### config.mk
export PLATFORM = sky130hd
export DESIGN_NAME = exception_priority_vectoring
export DESIGN_NICKNAME = d
export VERILOG_FILES = /design/src/rtl/evec_pkg.sv /design/src/rtl/exception_priority_vectoring.sv
export SDC_FILE = /design/constraint.sdc
export NUM_CORES = 1
export LEC_CHECK = 0
export BUFFER_PORTS_ARGS = -buffer_cell sky130_fd_sc_hd__buf_2
export CORE_ASPECT_RATIO = 0.7
export CORE_MARGIN = 4
export CORE_UTILIZATION = 35
export DETAILED_ROUTE_END_ITERATION = 7
export PLACE_DENSITY = 0.53
export SKIP_CTS_REPAIR_TIMING = 1
export SYNTH_ARGS = -nofsm -noshare
export SYNTH_HDL_FRONTEND = slang
export SYNTH_SLANG_ARGS = --single-unit
### constraint.sdc
create_clock -name clk -period 20.2 [get_ports clk]
set_clock_uncertainty 0.05 [all_clocks]
set_input_delay 2.02 -clock clk [delete_from_list [all_inputs] [get_ports clk]]
set_output_delay 2.02 -clock clk [all_outputs]
set_load 0.005 [all_outputs]
### src/rtl/evec_pkg.sv
// shared constants and carriers for exception priority and vectoring
package evec_pkg;
    // ========================================================
    // vector addresses
    localparam logic [15:0] VEC_RESET = 16'h0000;
    localparam logic [15:0] VEC_ILLEGAL = 16'h0002;
    localparam logic [15:0] VEC_STACK_ERR = 16'h0004;
    localparam logic [15:0] VEC_RESERVED = 16'h0006;
    localparam logic [15:0] VEC_SW_TRAP = 16'h0008;
    localparam int NSRC = 19;
    localparam logic [15:0] VEC_TABLE [NSRC] = '{
        16'h000A, 16'h000C, 16'h000E, 16'h002C, 16'h0024, 16'h0026,
        16'h0028, 16'h002A, 16'h0010, 16'h0012, 16'h0014, 16'h0016,
        16'h0018, 16'h001A, 16'h001C, 16'h001E, 16'h0020, 16'h0022,
        16'h002E};
    localparam logic [4:0] SRC_HOST_CMD = 5'h03;
    localparam logic [5:0] HC_DEFAULT_SLOT = 6'h16;
    localparam logic [5:0] HC_ALT_FIRST = 6'h18;
    // ========================================================
    // priority register field positions
    localparam int F_PIN1_LVL = 0;
    localparam int F_PIN1_TRIG = 2;
    localparam int F_PIN2_LVL = 3;
    localparam int F_PIN2_TRIG = 5;
    localparam int F_SER0_LVL = 8;
    localparam int F_SER1_LVL = 10;
    localparam int F_TMR_LVL = 12;
    localparam int F_HOST_LVL = 14;
    localparam int F_CODEC_LVL = 0;
    localparam int F_PIN3_EN = 4;
    localparam int F_PIN3_TRIG = 5;
    localparam logic [1:0] PIN3_CODE = 2'h2;
    localparam logic [15:0] PRIO_RESET = 16'h0000;
    // ========================================================
    // system stack
    localparam int STACK_ENTRIES = 15;
    localparam int STACK_WIDTH = 32;
    // ========================================================
    // types
    typedef enum logic [1:0] {
        ST_IDLE = 2'h0,
        ST_PRESENT = 2'h1
    } disp_state_t;
    typedef struct packed {
        logic codec;
        logic [1:0] timer;      // bit0 overflow, bit1 compare
        logic [3:0] serial1;    // rx exc, rx, tx exc, tx from bit0
        logic [3:0] serial0;
        logic [1:0] host_data;  // bit0 receive, bit1 transmit
        logic [1:0] host_dma;
        logic host_cmd;
    } periph_req_t;
endpackage : evec_pkg

### src/rtl/exception_priority_vectoring.sv
// exception priority arbitration, vector dispatch and system stack
`timescale 1ns/1ps
module exception_priority_vectoring
    import evec_pkg::*;
#(
    parameter int STACK_DEPTH = STACK_ENTRIES,
    parameter int STACK_W = STACK_WIDTH
) (
    input wire logic clk,
    input wire logic rst_n,
    input wire logic [1:0] prio_write,
    input wire logic [15:0] prio_wdata,
    output logic [15:0] priority_config_reg,
    output logic [15:0] priority_config_reg_second,
    input wire logic core_mask_high,
    input wire logic core_mask_low,
    input wire logic ext_request_first_n,
    input wire logic ext_request_second_n,
    input wire logic ext_request_third_n,
    input wire periph_req_t periph_req,
    input wire logic [5:0] host_cmd_slot,
    input wire logic illegal_instr,
    input wire logic software_trap,
    input wire logic instr_boundary,
    output logic vector_valid,
    output logic [15:0] vector_addr,
    output logic [4:0] dispatch_src,
    output logic dispatch_level3,
    input wire logic stack_push,
    input wire logic stack_pop,
    input wire logic [STACK_W-1:0] stack_wdata,
    output logic [STACK_W-1:0] stack_rdata,
    output logic stack_full,
    output logic stack_empty
);
    // ========================================================
    // configuration, pins and pending state
    disp_state_t state, next_state;
    logic [15:0] cfg1, cfg2, next_cfg1, next_cfg2;
    logic [2:0] pin_prev, next_pin_prev, edge_hold, next_edge_hold;
    logic [3:0] l3_pend, next_l3_pend;  // reset, illegal, stack, trap
    logic [15:0] next_vector_addr;
    logic [4:0] next_dispatch_src;
    logic next_dispatch_level3;
    logic [NSRC-1:0] req;
    logic [1:0] code [NSRC];
    logic [1:0] mask, best_code;
    logic [4:0] best;
    logic found, take, stack_err;
    logic [2:0] pins, trig, fall;

    assign mask = {core_mask_high, core_mask_low};
    assign pins = {ext_request_third_n, ext_request_second_n,
                   ext_request_first_n};
    assign trig = {cfg2[F_PIN3_TRIG], cfg1[F_PIN2_TRIG], cfg1[F_PIN1_TRIG]};
    assign fall = pin_prev & ~pins;

    always_comb begin
        next_cfg1 = prio_write[0] ? prio_wdata : cfg1;
        next_cfg2 = prio_write[1] ? prio_wdata : cfg2;
        next_pin_prev = pins;
        // each edge-mode pin is sampled as its trigger bit says
        for (int p = 0; p < 3; p++) begin
            req[p] = trig[p] ? edge_hold[p] : ~pins[p];
        end
        req[18:3] = {periph_req.codec, periph_req.timer, periph_req.serial1,
                     periph_req.serial0, periph_req.host_data,
                     periph_req.host_dma, periph_req.host_cmd};
        // field code 00 off, code-1 is the level
        code[0] = cfg1[F_PIN1_LVL +: 2];
        code[1] = cfg1[F_PIN2_LVL +: 2];
        code[2] = cfg2[F_PIN3_EN] ? PIN3_CODE : 2'h0;
        for (int i = 3; i < 8; i++) code[i] = cfg1[F_HOST_LVL +: 2];
        for (int i = 8; i < 12; i++) code[i] = cfg1[F_SER0_LVL +: 2];
        for (int i = 12; i < 16; i++) code[i] = cfg1[F_SER1_LVL +: 2];
        for (int i = 16; i < 18; i++) code[i] = cfg1[F_TMR_LVL +: 2];
        code[18] = cfg2[F_CODEC_LVL +: 2];
        // descending scan with >= lets the lower index win ties
        found = 1'b0;
        best = 5'h00;
        best_code = 2'h0;
        for (int i = NSRC - 1; i >= 0; i--) begin
            if (req[i] && code[i] > mask &&
                (!found || code[i] >= best_code)) begin
                found = 1'b1;
                best = 5'(i);
                best_code = code[i];
            end
        end
        take = (state == ST_IDLE) && instr_boundary &&
               (found || (l3_pend != 4'h0));
        next_state = take ? ST_PRESENT : ST_IDLE;
        next_vector_addr = vector_addr;
        next_dispatch_src = dispatch_src;
        next_dispatch_level3 = dispatch_level3;
        next_l3_pend = l3_pend |
            {software_trap, stack_err, illegal_instr, 1'b0};
        next_edge_hold = edge_hold;
        if (take) begin
            next_dispatch_level3 = (l3_pend != 4'h0);
            next_dispatch_src = 5'h00;
            // fixed level-3 order; slot 0006 has no source at all
            if (l3_pend[0]) begin
                next_vector_addr = VEC_RESET;
                next_l3_pend[0] = 1'b0;
            end else if (l3_pend[1]) begin
                next_vector_addr = VEC_ILLEGAL;
                next_l3_pend[1] = illegal_instr;
            end else if (l3_pend[2]) begin
                next_vector_addr = VEC_STACK_ERR;
                next_l3_pend[2] = stack_err;
            end else if (l3_pend[3]) begin
                next_vector_addr = VEC_SW_TRAP;
                next_l3_pend[3] = software_trap;
            end else begin
                next_dispatch_src = best;
                next_vector_addr = VEC_TABLE[best];
                if (best == SRC_HOST_CMD &&
                    host_cmd_slot >= HC_ALT_FIRST) begin
                    next_vector_addr = {9'h000, host_cmd_slot, 1'b0};
                end
                if (best < 5'h03) begin
                    next_edge_hold[best[1:0]] = 1'b0;
                end
            end
        end
        // a fresh edge beats the clear of the same cycle
        next_edge_hold = next_edge_hold | (fall & trig);
    end

    always_ff @(posedge clk or negedge rst_n) begin
        if (!rst_n) begin
            state <= ST_IDLE;
            cfg1 <= PRIO_RESET;
            cfg2 <= PRIO_RESET;
            pin_prev <= 3'h7;
            edge_hold <= 3'h0;
            l3_pend <= 4'h1;
            vector_addr <= VEC_RESET;
            dispatch_src <= 5'h00;
            dispatch_level3 <= 1'b0;
        end else begin
            state <= next_state;
            cfg1 <= next_cfg1;
            cfg2 <= next_cfg2;
            pin_prev <= next_pin_prev;
            edge_hold <= next_edge_hold;
            l3_pend <= next_l3_pend;
            vector_addr <= next_vector_addr;
            dispatch_src <= next_dispatch_src;
            dispatch_level3 <= next_dispatch_level3;
        end
    end

    assign vector_valid = (state == ST_PRESENT);
    assign priority_config_reg = cfg1;
    assign priority_config_reg_second = cfg2;

    // ========================================================
    // system stack
    logic [STACK_W-1:0] mem [STACK_DEPTH];
    logic [STACK_W-1:0] next_mem [STACK_DEPTH];
    logic [STACK_W-1:0] next_stack_rdata;
    logic [3:0] depth, next_depth;

    assign stack_full = (depth == 4'(STACK_DEPTH));
    assign stack_empty = (depth == 4'h0);
    assign stack_err = (stack_push && stack_full) ||
                       (stack_pop && stack_empty);

    always_comb begin
        next_mem = mem;
        next_depth = depth;
        next_stack_rdata = stack_rdata;
        // a refused push or pop leaves the contents untouched
        if (stack_push && !stack_full) begin
            next_mem[depth] = stack_wdata;
            next_depth = depth + 4'h1;
        end else if (stack_pop && !stack_empty) begin
            next_stack_rdata = mem[depth - 4'h1];
            next_depth = depth - 4'h1;
        end
    end

    always_ff @(posedge clk or negedge rst_n) begin
        if (!rst_n) begin
            depth <= 4'h0;
            stack_rdata <= '0;
            for (int k = 0; k < STACK_DEPTH; k++) mem[k] <= '0;
        end else begin
            depth <= next_depth;
            stack_rdata <= next_stack_rdata;
            mem <= next_mem;
        end
    end
endmodule : exception_priority_vectoring

### Yosys cells after proc, flatten, opt, wreduce, memory -nomap -nowiden

Memory sizes are Yosys's and may differ from the RTL's.
Index checks and enable logic that the tools add are counted.

* memory bits (read-only): 512
* input bits: 84
* output and inout bits: 89
* memories kept: 1
* register bits after elaboration: 581
* word-level logic and storage cells: 267

Memories
* (no name shown): depth 32, width 16, read ports 1, clocked after memory_dff 0, write ports 0, line exception_priority_vectoring.sv:117 `next_vector_addr = VEC_TABLE[best];`

* reductions and logical operators: 91
* magnitude comparators: 34
* equal/unequal tests: 3
* muxes and demuxes: 96
* bitwise logic cells: 14
* add/sub/neg operators: 2

Operators with widths (count)
* bitwise mux 480 bit: 1
* binary-select mux 32 bit (select 4 bit): 1
* demux 32 bit (select 4 bit): 1
* two-way mux 5 bit: 23
* two-way mux 16 bit: 7
* two-way mux 32 bit: 3
* logical AND 1 bit: 46
* two-way mux 2 bit: 20
* greater-or-equal comparator 2 bit: 18
* two-way mux 1 bit: 29
* two-way mux 3 bit: 7
* zero test 1 bit: 20
* logical OR 1 bit: 20
* greater-than comparator 2 bit: 8
* two-way mux 4 bit: 3
* greater-or-equal comparator 5 bit (second input constant): 2
* NOT 4 -> 5 bit: 2
* bitwise AND 3 bit: 3
* greater-or-equal comparator 6 x 5 -> 1 bit (second input constant): 1
* greater-or-equal comparator 6 bit (second input constant): 1
* NOT 3 bit: 2
* NOT 5 -> 6 bit: 1
* == test 5 x 2 -> 1 bit (second input constant): 1
* less-than comparator 5 x 1 -> 1 bit (second input constant): 1
* other kinds (16): 19

### Longest topological paths before layout

Gate-level depths: netlist (run 1).

* word-level depth: 88
* mapped depth: 126
* gate-level depth less buffers: 124

### Worst setup path after synthesis (run 1)

OpenSTA, ideal clock, no wires.

* path type: input port to flip-flop
* start point: input core_mask_high
* end point: register vector_addr[5]
* arrival: 23.194 ns
* path slack: -3.168 ns
* stages on the path: 120
* setup time: 0.124 ns
* data required time: 20.026 ns
* buffers on the path: 2
* cell sequence: inv_1 -> ha_1 -> nor2b_4 -> o211ai_4 -> nor2_1 -> ha_1 -> nand2b_1 -> a21oi_1 -> a21oi_4 -> mux2_2 -> ha_1 -> nand2b_1 -> a21oi_1 -> a21oi_1 -> or3_4 -> and2_1 -> ha_1 -> a21o_1 -> [84 not listed] -> a22oi_1 -> ha_1 -> nand2b_1 -> a21oi_1 -> nand2_1 -> nand2_1 -> nand2_1 -> o21ai_0 -> ha_1 -> nand2b_1 -> a21o_1 -> o21ai_0 -> inv_1 -> a21oi_1 -> nand2_1 -> or3_4 -> and4_4 -> a211o_1

* cells in the longest elaborated chain, start to end: 84
* elaborated cells between the ends (all ways): 168
* those cells by class: 26 x order compare; 1 x eq/ne; 63 x mux; 1 x bitwise; 76 x reduce/logical; 1 x memory

Ends and longest elaborated chain
* from (decl): line exception_priority_vectoring.sv:15 `input wire logic core_mask_high,`
* greater-than comparator 2 bit: line exception_priority_vectoring.sv:83 `if (req[i] && code[i] > mask &&`
* logical AND 1 bit: line exception_priority_vectoring.sv:83
* two-way mux 2 bit or two-way mux 1 bit (tied branches): line exception_priority_vectoring.sv:83
* greater-or-equal comparator 2 bit or zero test 1 bit (tied branches): line exception_priority_vectoring.sv:84 `(!found || code[i] >= best_code)) begin`
* logical OR 1 bit: line exception_priority_vectoring.sv:84
* logical AND 1 bit: line exception_priority_vectoring.sv:83
* two-way mux 2 bit or two-way mux 1 bit (tied branches): line exception_priority_vectoring.sv:83
* greater-or-equal comparator 2 bit or zero test 1 bit (tied branches): line exception_priority_vectoring.sv:84
* [67 not listed]
* NOT 5 -> 6 bit (not written as such): line exception_priority_vectoring.sv:117
* memory (32 x 16 bit)
* two-way mux 16 bit (not written as such) (2 in series): line exception_priority_vectoring.sv:117
* two-way mux 16 bit: line exception_priority_vectoring.sv:118 `if (best == SRC_HOST_CMD &&`
* two-way mux 16 bit: line exception_priority_vectoring.sv:112 `end else if (l3_pend[3]) begin`
* two-way mux 16 bit: line exception_priority_vectoring.sv:109 `end else if (l3_pend[2]) begin`
* two-way mux 16 bit: line exception_priority_vectoring.sv:106 `end else if (l3_pend[1]) begin`
* two-way mux 16 bit: line exception_priority_vectoring.sv:103 `if (l3_pend[0]) begin`
* to (signal assigned): line exception_priority_vectoring.sv:149 `vector_addr <= next_vector_addr;`
* to (decl): line exception_priority_vectoring.sv:26 `output logic [15:0] vector_addr,`

Several ways; a longest one is shown, not always the timed one. The select of a mux whose other input is x is not followed.
A chain may end at the register's enable or synchronous reset.

### Worst setup path after layout (run 1)

Ends and elaborated chain as after synthesis.

==> results of run 1 <==
[power by group]
part	total [mW]	internal, mW	switching, mW
clock	1.09	0.616	0.471
combinational	2.46	1.26	1.20
sequential	1.91	1.65	0.264
[cells in the mapped netlist (4+ instances only)]
master / n / area, um2
and3_1: 9 / 56.3
and2_1: 14 / 87.6
dfrtp_1: 567 / 14200
dfstp_2: 4 / 105
mux2i_1: 65 / 651
o21ai_1: 5 / 25.0
o21ai_0: 73 / 365
buf_4: 11 / 82.6
o211ai_1: 9 / 67.6
clkbuf_1: 103 / 387
inv_1: 31 / 116
o21a_1: 4 / 30.0
nor2b_1: 7 / 43.8
o211a_1: 5 / 50.1
a21oi_1: 130 / 651
buf_1: 43 / 161
nor2_1: 141 / 529
nand3_1: 21 / 105
a22oi_1: 6 / 45.0
nor3_1: 14 / 70.1
a211oi_1: 4 / 30.0
nand4_1: 4 / 25.0
o31ai_1: 6 / 45.0
ha_1: 44 / 551
nand2_1: 107 / 402
a31oi_1: 11 / 68.8
mux4_2: 96 / 2160
a21o_1: 5 / 37.5
nand2b_1: 16 / 100
mux2_2: 503 / 5660
[per-stage QoR]
step                      utilization  TNS [ns]  total power [mW]
after detailed placement        0.390    -32.40              4.36
after global routing            0.420    -26.76              5.84
final                           0.420    -11.95              5.46
after floorplan                     -    -24.23              3.62
after global placement          0.390    -24.30              4.29
after CTS                       0.415    -24.30              5.47
[cell families (layout without fill, tap and decap cells)]
family          Yosys count  in the layout  share of synthesized area
mux                     664            664                      0.303
flops                   571            571                      0.511
simple gates            371            371                     0.0636
compound gates          310            310                     0.0725
buf+inv                 193            440                     0.0283
fa+ha+maj                44             44                     0.0197
xor+xnor                  4              4                    0.00125
other cells               1             12                   0.000134
[final timing paths]
kind                                          startpoint                 endpoint  slack (ns)  depth (start not counted)
hold / removal                            stack_rdata[5]           stack_rdata[5]        0.42                          2
max in group asynchronous                          rst_n                 mem[431]       16.60                          3
setup / recovery                          core_mask_high           vector_addr[5]       -1.05                        122
hold reg to reg                           stack_rdata[5]           stack_rdata[5]        0.42                          2
setup reg to reg           priority_config_reg_second[0]           vector_addr[5]        0.07                        121
min in group asynchronous                          rst_n  priority_config_reg[15]        1.38                          1
[critical path, delay by kind of cell]
kind            cells  cell delay [ns]
simple gates       50             7.05
compound gates     44             6.64
fa+ha+maj          18             4.49
mux                 3             0.98
buf+inv             7             0.51
[layer usage]
metal | wire length (um) | GRT usage | up-vias | part of all wire
li1 | - | - | 8325 | -
met2 | 35200 | 0.285 | 338 | 0.46
met5 | 21 | 0 | - | 0.00027
met1 | 36400 | 0.257 | 9651 | 0.48
met4 | 1760 | 0.0453 | 4 | 0.023
met3 | 3160 | 0.0292 | 119 | 0.041
[area by class of cell]
| type | instances | area [um2] |
|---|---|---|
| fillers | 7400 | 45800 |
| flip-flops and latches | 571 | 14300 |
| multi-input cells | 1403 | 13600 |
| repair buffers | 300 | 1890 |
| clock buffers | 86 | 1760 |
| well taps | 1056 | 1320 |
| clock inverters | 22 | 158 |
| inverters | 32 | 126 |
| diodes | 2 | 5.00 |
==> metrics.cfg, run 1 <==
[routing]
drt_first_pass_iters=5
vias=18400
first_iter_violations=1103
wirelength_mm=76.5
routed_via_density=5.31
drc=0
final_antenna_net_count=0
wl_per_cell_um=22.0

[logic_synthesis]
synth_edf_count=0
synth_flop_cell=dfrtp_1
syn-cell-area_um2=28000
async_reset_ff_frac=1.00
ys_ff_latch=571
yosysWarnings=0
ys_seq_area_frac=0.511
netlist_instances=2158
ys_types=96
avgSynthCellArea_um2=13.0

[cts]
htreeDepth=2
cts_tree=built
cts_root_buf=clkbuf_16
clkSlewWorstSetupHoldPaths_ns=0.06
clock_latency_ns=0.64
clkSinkCount=571
cts_buffer_depth=3
cts_made_buffers=59

[critical_path]
worstPathArrival_ns=21.72
slowest_delay_ns=0.52
worstPathMaxFanout=4
worst_ep_required_time_ns=20.67
cpMostUsedCell=ha_1
path_class=input pin to register
crit_slowest_cell=or4b_4
critPathLaunchType=input pin
end_kind=register

[run_status]
violations=setup timing
outcome=complete, but fails checks

[timing]
setup_ws_ns=-1.05
fin_crit_ns=21.25
fmax_mhz=47.1
rsz0062_at_grt=true
fin_crit_sh=1.05
maxSlewHeadroom=0.341
final-setup-viol-count=14
worst_pin_slew_ns=0.988
whs_ns=0.424
drv_slew=0
finalHoldViolCount=0

[hold_path]
min_path_type=register to register

[global_routing]
grt_use_total=0.179
grt_first_pass_wirelength_mm=119
grt_pass1_vias=19400
grt-ovfl-total=0
grt_max_degree=154
grt_antenna_before_repair=7

[pwr]
powerDensity_nw_per_um2=165
power_leakage_nw=14.7
ir_drop_uv=115

[layout]
final_cells=3472
area_growth_pct=18.6
drive_gt1_frac=0.476
largestRegisters=mem (480), stack_rdata (32)
fin_nets=2495
layout_common_cells=dfrtp_1 (566), mux2_2 (499), buf_2 (160)
largest_reg_flops=480
stdcell_area_um2=33200
mostFrequentLayoutCell=dfrtp_1
largest-register=mem

[floorplanning]
initial_core_util=0.354
dieArea_um2=84500
die_h_um=244
io_pins=173
core_area_um2=79000
num_rows=86
dieWidth_um=346

[placement]
post-place-ws_ns=-2.50
placed_area_um2=30800
port_buffers=162
gp_congestion=0.835
dp_hpwl_mm=47.2
dp.cells=3345

[job]
max_cap_violations=0

Power figures use the tool's default switching activity.
==> inputs of run 2 (changes only) <==
--- a/config.mk
+++ b/config.mk
@@ -11,6 +11,7 @@
 export CORE_UTILIZATION = 35
 export DETAILED_ROUTE_END_ITERATION = 7
 export PLACE_DENSITY = 0.53
+export REMOVE_ABC_BUFFERS = 1
 export SKIP_CTS_REPAIR_TIMING = 1
 export SYNTH_ARGS = -nofsm -noshare
 export SYNTH_HDL_FRONTEND = slang
==> metrics.cfg, run 2 (same netlist as run 1, synthesis figures left out) <==
[routing]
first_iter_violations=936  ; -15%
final_antenna_net_count=0  ; unchanged
drt_first_pass_iters=5  ; unchanged
routed_via_density=5.29  ; -0.42%
wl_per_cell_um=21.4  ; -2.8%
drc=0  ; unchanged
wirelength_mm=74.8  ; -2.2%
vias=18500  ; +0.18%

[global_routing]
met3_usage=0.0283  ; -0.000912
top_usage_layer=met2
grt_first_pass_wirelength_mm=117  ; -1.8%
grt-ovfl-total=0  ; unchanged
grt_antenna_before_repair=4  ; -3
grt_use_total=0.174  ; -0.00533
gr-usage-met1=0.251  ; -0.00662
use_met2=0.278  ; -0.00691
grt_max_degree=90  ; -42%
grt_pass1_vias=19400  ; +0.19%

[layout]
mostFrequentLayoutCell=dfrtp_1
largest_reg_flops=480  ; unchanged
area_growth_pct=19.4
fin_nets=2513  ; +0.72%
largestRegisters=mem (480), stack_rdata (32)
stdcell_area_um2=33400  ; +0.69%
drive_gt1_frac=0.481  ; +0.00493
final_cells=3493  ; +0.60%
layout_common_cells=dfrtp_1 (566), mux2_2 (499), buf_2 (160)
nFillCells=7310  ; -1.2%
fin_util=0.423  ; +0.00292
largest-register=mem

[cts]
clkSinkCount=571  ; unchanged
cts_tree=built
clkSlewWorstSetupHoldPaths_ns=0.06  ; about the same
cts_root_buf=clkbuf_16
cts_buffer_depth=3  ; unchanged
htreeDepth=2  ; unchanged
clock_latency_ns=0.64  ; about the same
cts_made_buffers=58  ; -1.7%

[timing]
rsz0062_at_grt=true
worst_pin_slew_ns=1.11  ; +0.119 ns
drv_slew=0  ; unchanged
fmax_mhz=45.7  ; -3.0%
fin_crit_sh=1.08  ; +0.0320
fin_crit_ns=21.90  ; +0.647 ns
maxSlewHeadroom=0.262  ; -0.0796
setup_ws_ns=-1.70  ; -0.647 ns
fin_setup_tns_ns=-21.09  ; -9.14 ns
final-setup-viol-count=14  ; unchanged
finalHoldViolCount=0  ; unchanged

[floorplanning]
io_pins=173  ; unchanged
die_h_um=244  ; unchanged
num_rows=86  ; unchanged
core_area_um2=79000  ; unchanged
dieWidth_um=346  ; unchanged
initial_core_util=0.354  ; unchanged
dieArea_um2=84500  ; unchanged

[critical_path]
ff2ff_path_depth=119  ; -1.7%
worstPathArrival_ns=22.37  ; +0.65 ns
path_class=input pin to register
worst-path-stages=121  ; -0.82%
slowest_delay_ns=0.49  ; -0.03 ns
worst_ep_required_time_ns=20.67  ; about the same
worstPathMaxFanout=4  ; unchanged
r2r-start=priority_config_reg_second[1]
critPathLaunchType=input pin
end_kind=register
critPathTopFamily=compound AO/OA/AOI/OAI gates
crit_slowest_cell=or4b_4
crit_buf_inv=7  ; unchanged
cpMostUsedCell=ha_1
startpoint=core_mask_high

[hold_path]
min_from=dispatch_src[1]
min_path_type=register to register
worstHoldPathCells=2  ; unchanged

[placement]
gp_congestion=0.871  ; +4.3%
port_buffers=162  ; unchanged
post-place-ws_ns=-3.29  ; -0.784 ns
dp.cells=3358  ; +0.39%
placed_area_um2=30600  ; -0.82%
dp_hpwl_mm=45.0  ; -4.7%

[job]
max_cap_violations=0  ; unchanged

[pwr]
ir_drop_uv=106  ; -8.2%
power_leakage_nw=14.8  ; +0.81%
powerDensity_nw_per_um2=166  ; +0.63%

[run_status]
outcome=complete, but fails checks
violations=setup timing

run 2: cell types whose count changed in the layout (fill, tap and decap cells not counted), sizes merged:
cell / change
buf: +19
bufinv: +6
clkbuf: -4
clkinv: -5
clkinvlp: +2
inv: +3
run 2: layout make-up:
class	instances	area, um2	area share
sequential	571	14300	0.428
multi-input combinational	1403	13600	0.406
timing repair buffer	319	2030	0.0609
clock buffer	82	1690	0.0507
tap	1056	1320	0.0396
clock inverter	28	345	0.0103
inverter	32	125	0.00375
antenna	2	5.00	0.000150
run 2: routing by layer:
metal / wire, um / vias up
li1: - / 8350
met1: 36000 / 9741
met2: 34700 / 273
met3: 2760 / 102
met4: 1330 / 4
met5: 18 / -
run 2: report_power, final:
group          internal [mW]  switching (mW)
clock network          0.673           0.469
logic                   1.27            1.20
registers               1.65           0.272
total                   3.59            1.94
run 2: final timing paths:
path	endpoint	slack (ns)
worst max-delay path	vector_addr[5]	-1.70
worst min-delay path	dispatch_src[1]	0.42
worst max register to register	vector_addr[5]	-0.63
worst min register to register	dispatch_src[1]	0.42
max in group asynchronous	mem[34]	15.56
min in group asynchronous	mem[453]	1.40
run 2: worst reg2reg max path, delay by kind of cell (launching register included):
kind / cells / cell delay, ns
AOI/OAI and AO/OA: 46 / 7.20
DFF: 1 / 0.41
and+or+nand+nor: 47 / 6.92
buffers and inverters: 5 / 0.36
adders and majority gates: 18 / 4.83
muxes: 3 / 0.97
run 2: through the flow:
stage | hold slack (ns) | total power, mW
2_1_floorplan | 0.421 | 3.68
3_3_place_gp | 0.408 | 4.25
3_5_place_dp | 0.412 | 4.33
4_1_cts | 0.430 | 5.50
5_1_grt | 0.445 | 5.92
6_report | 0.421 | 5.53
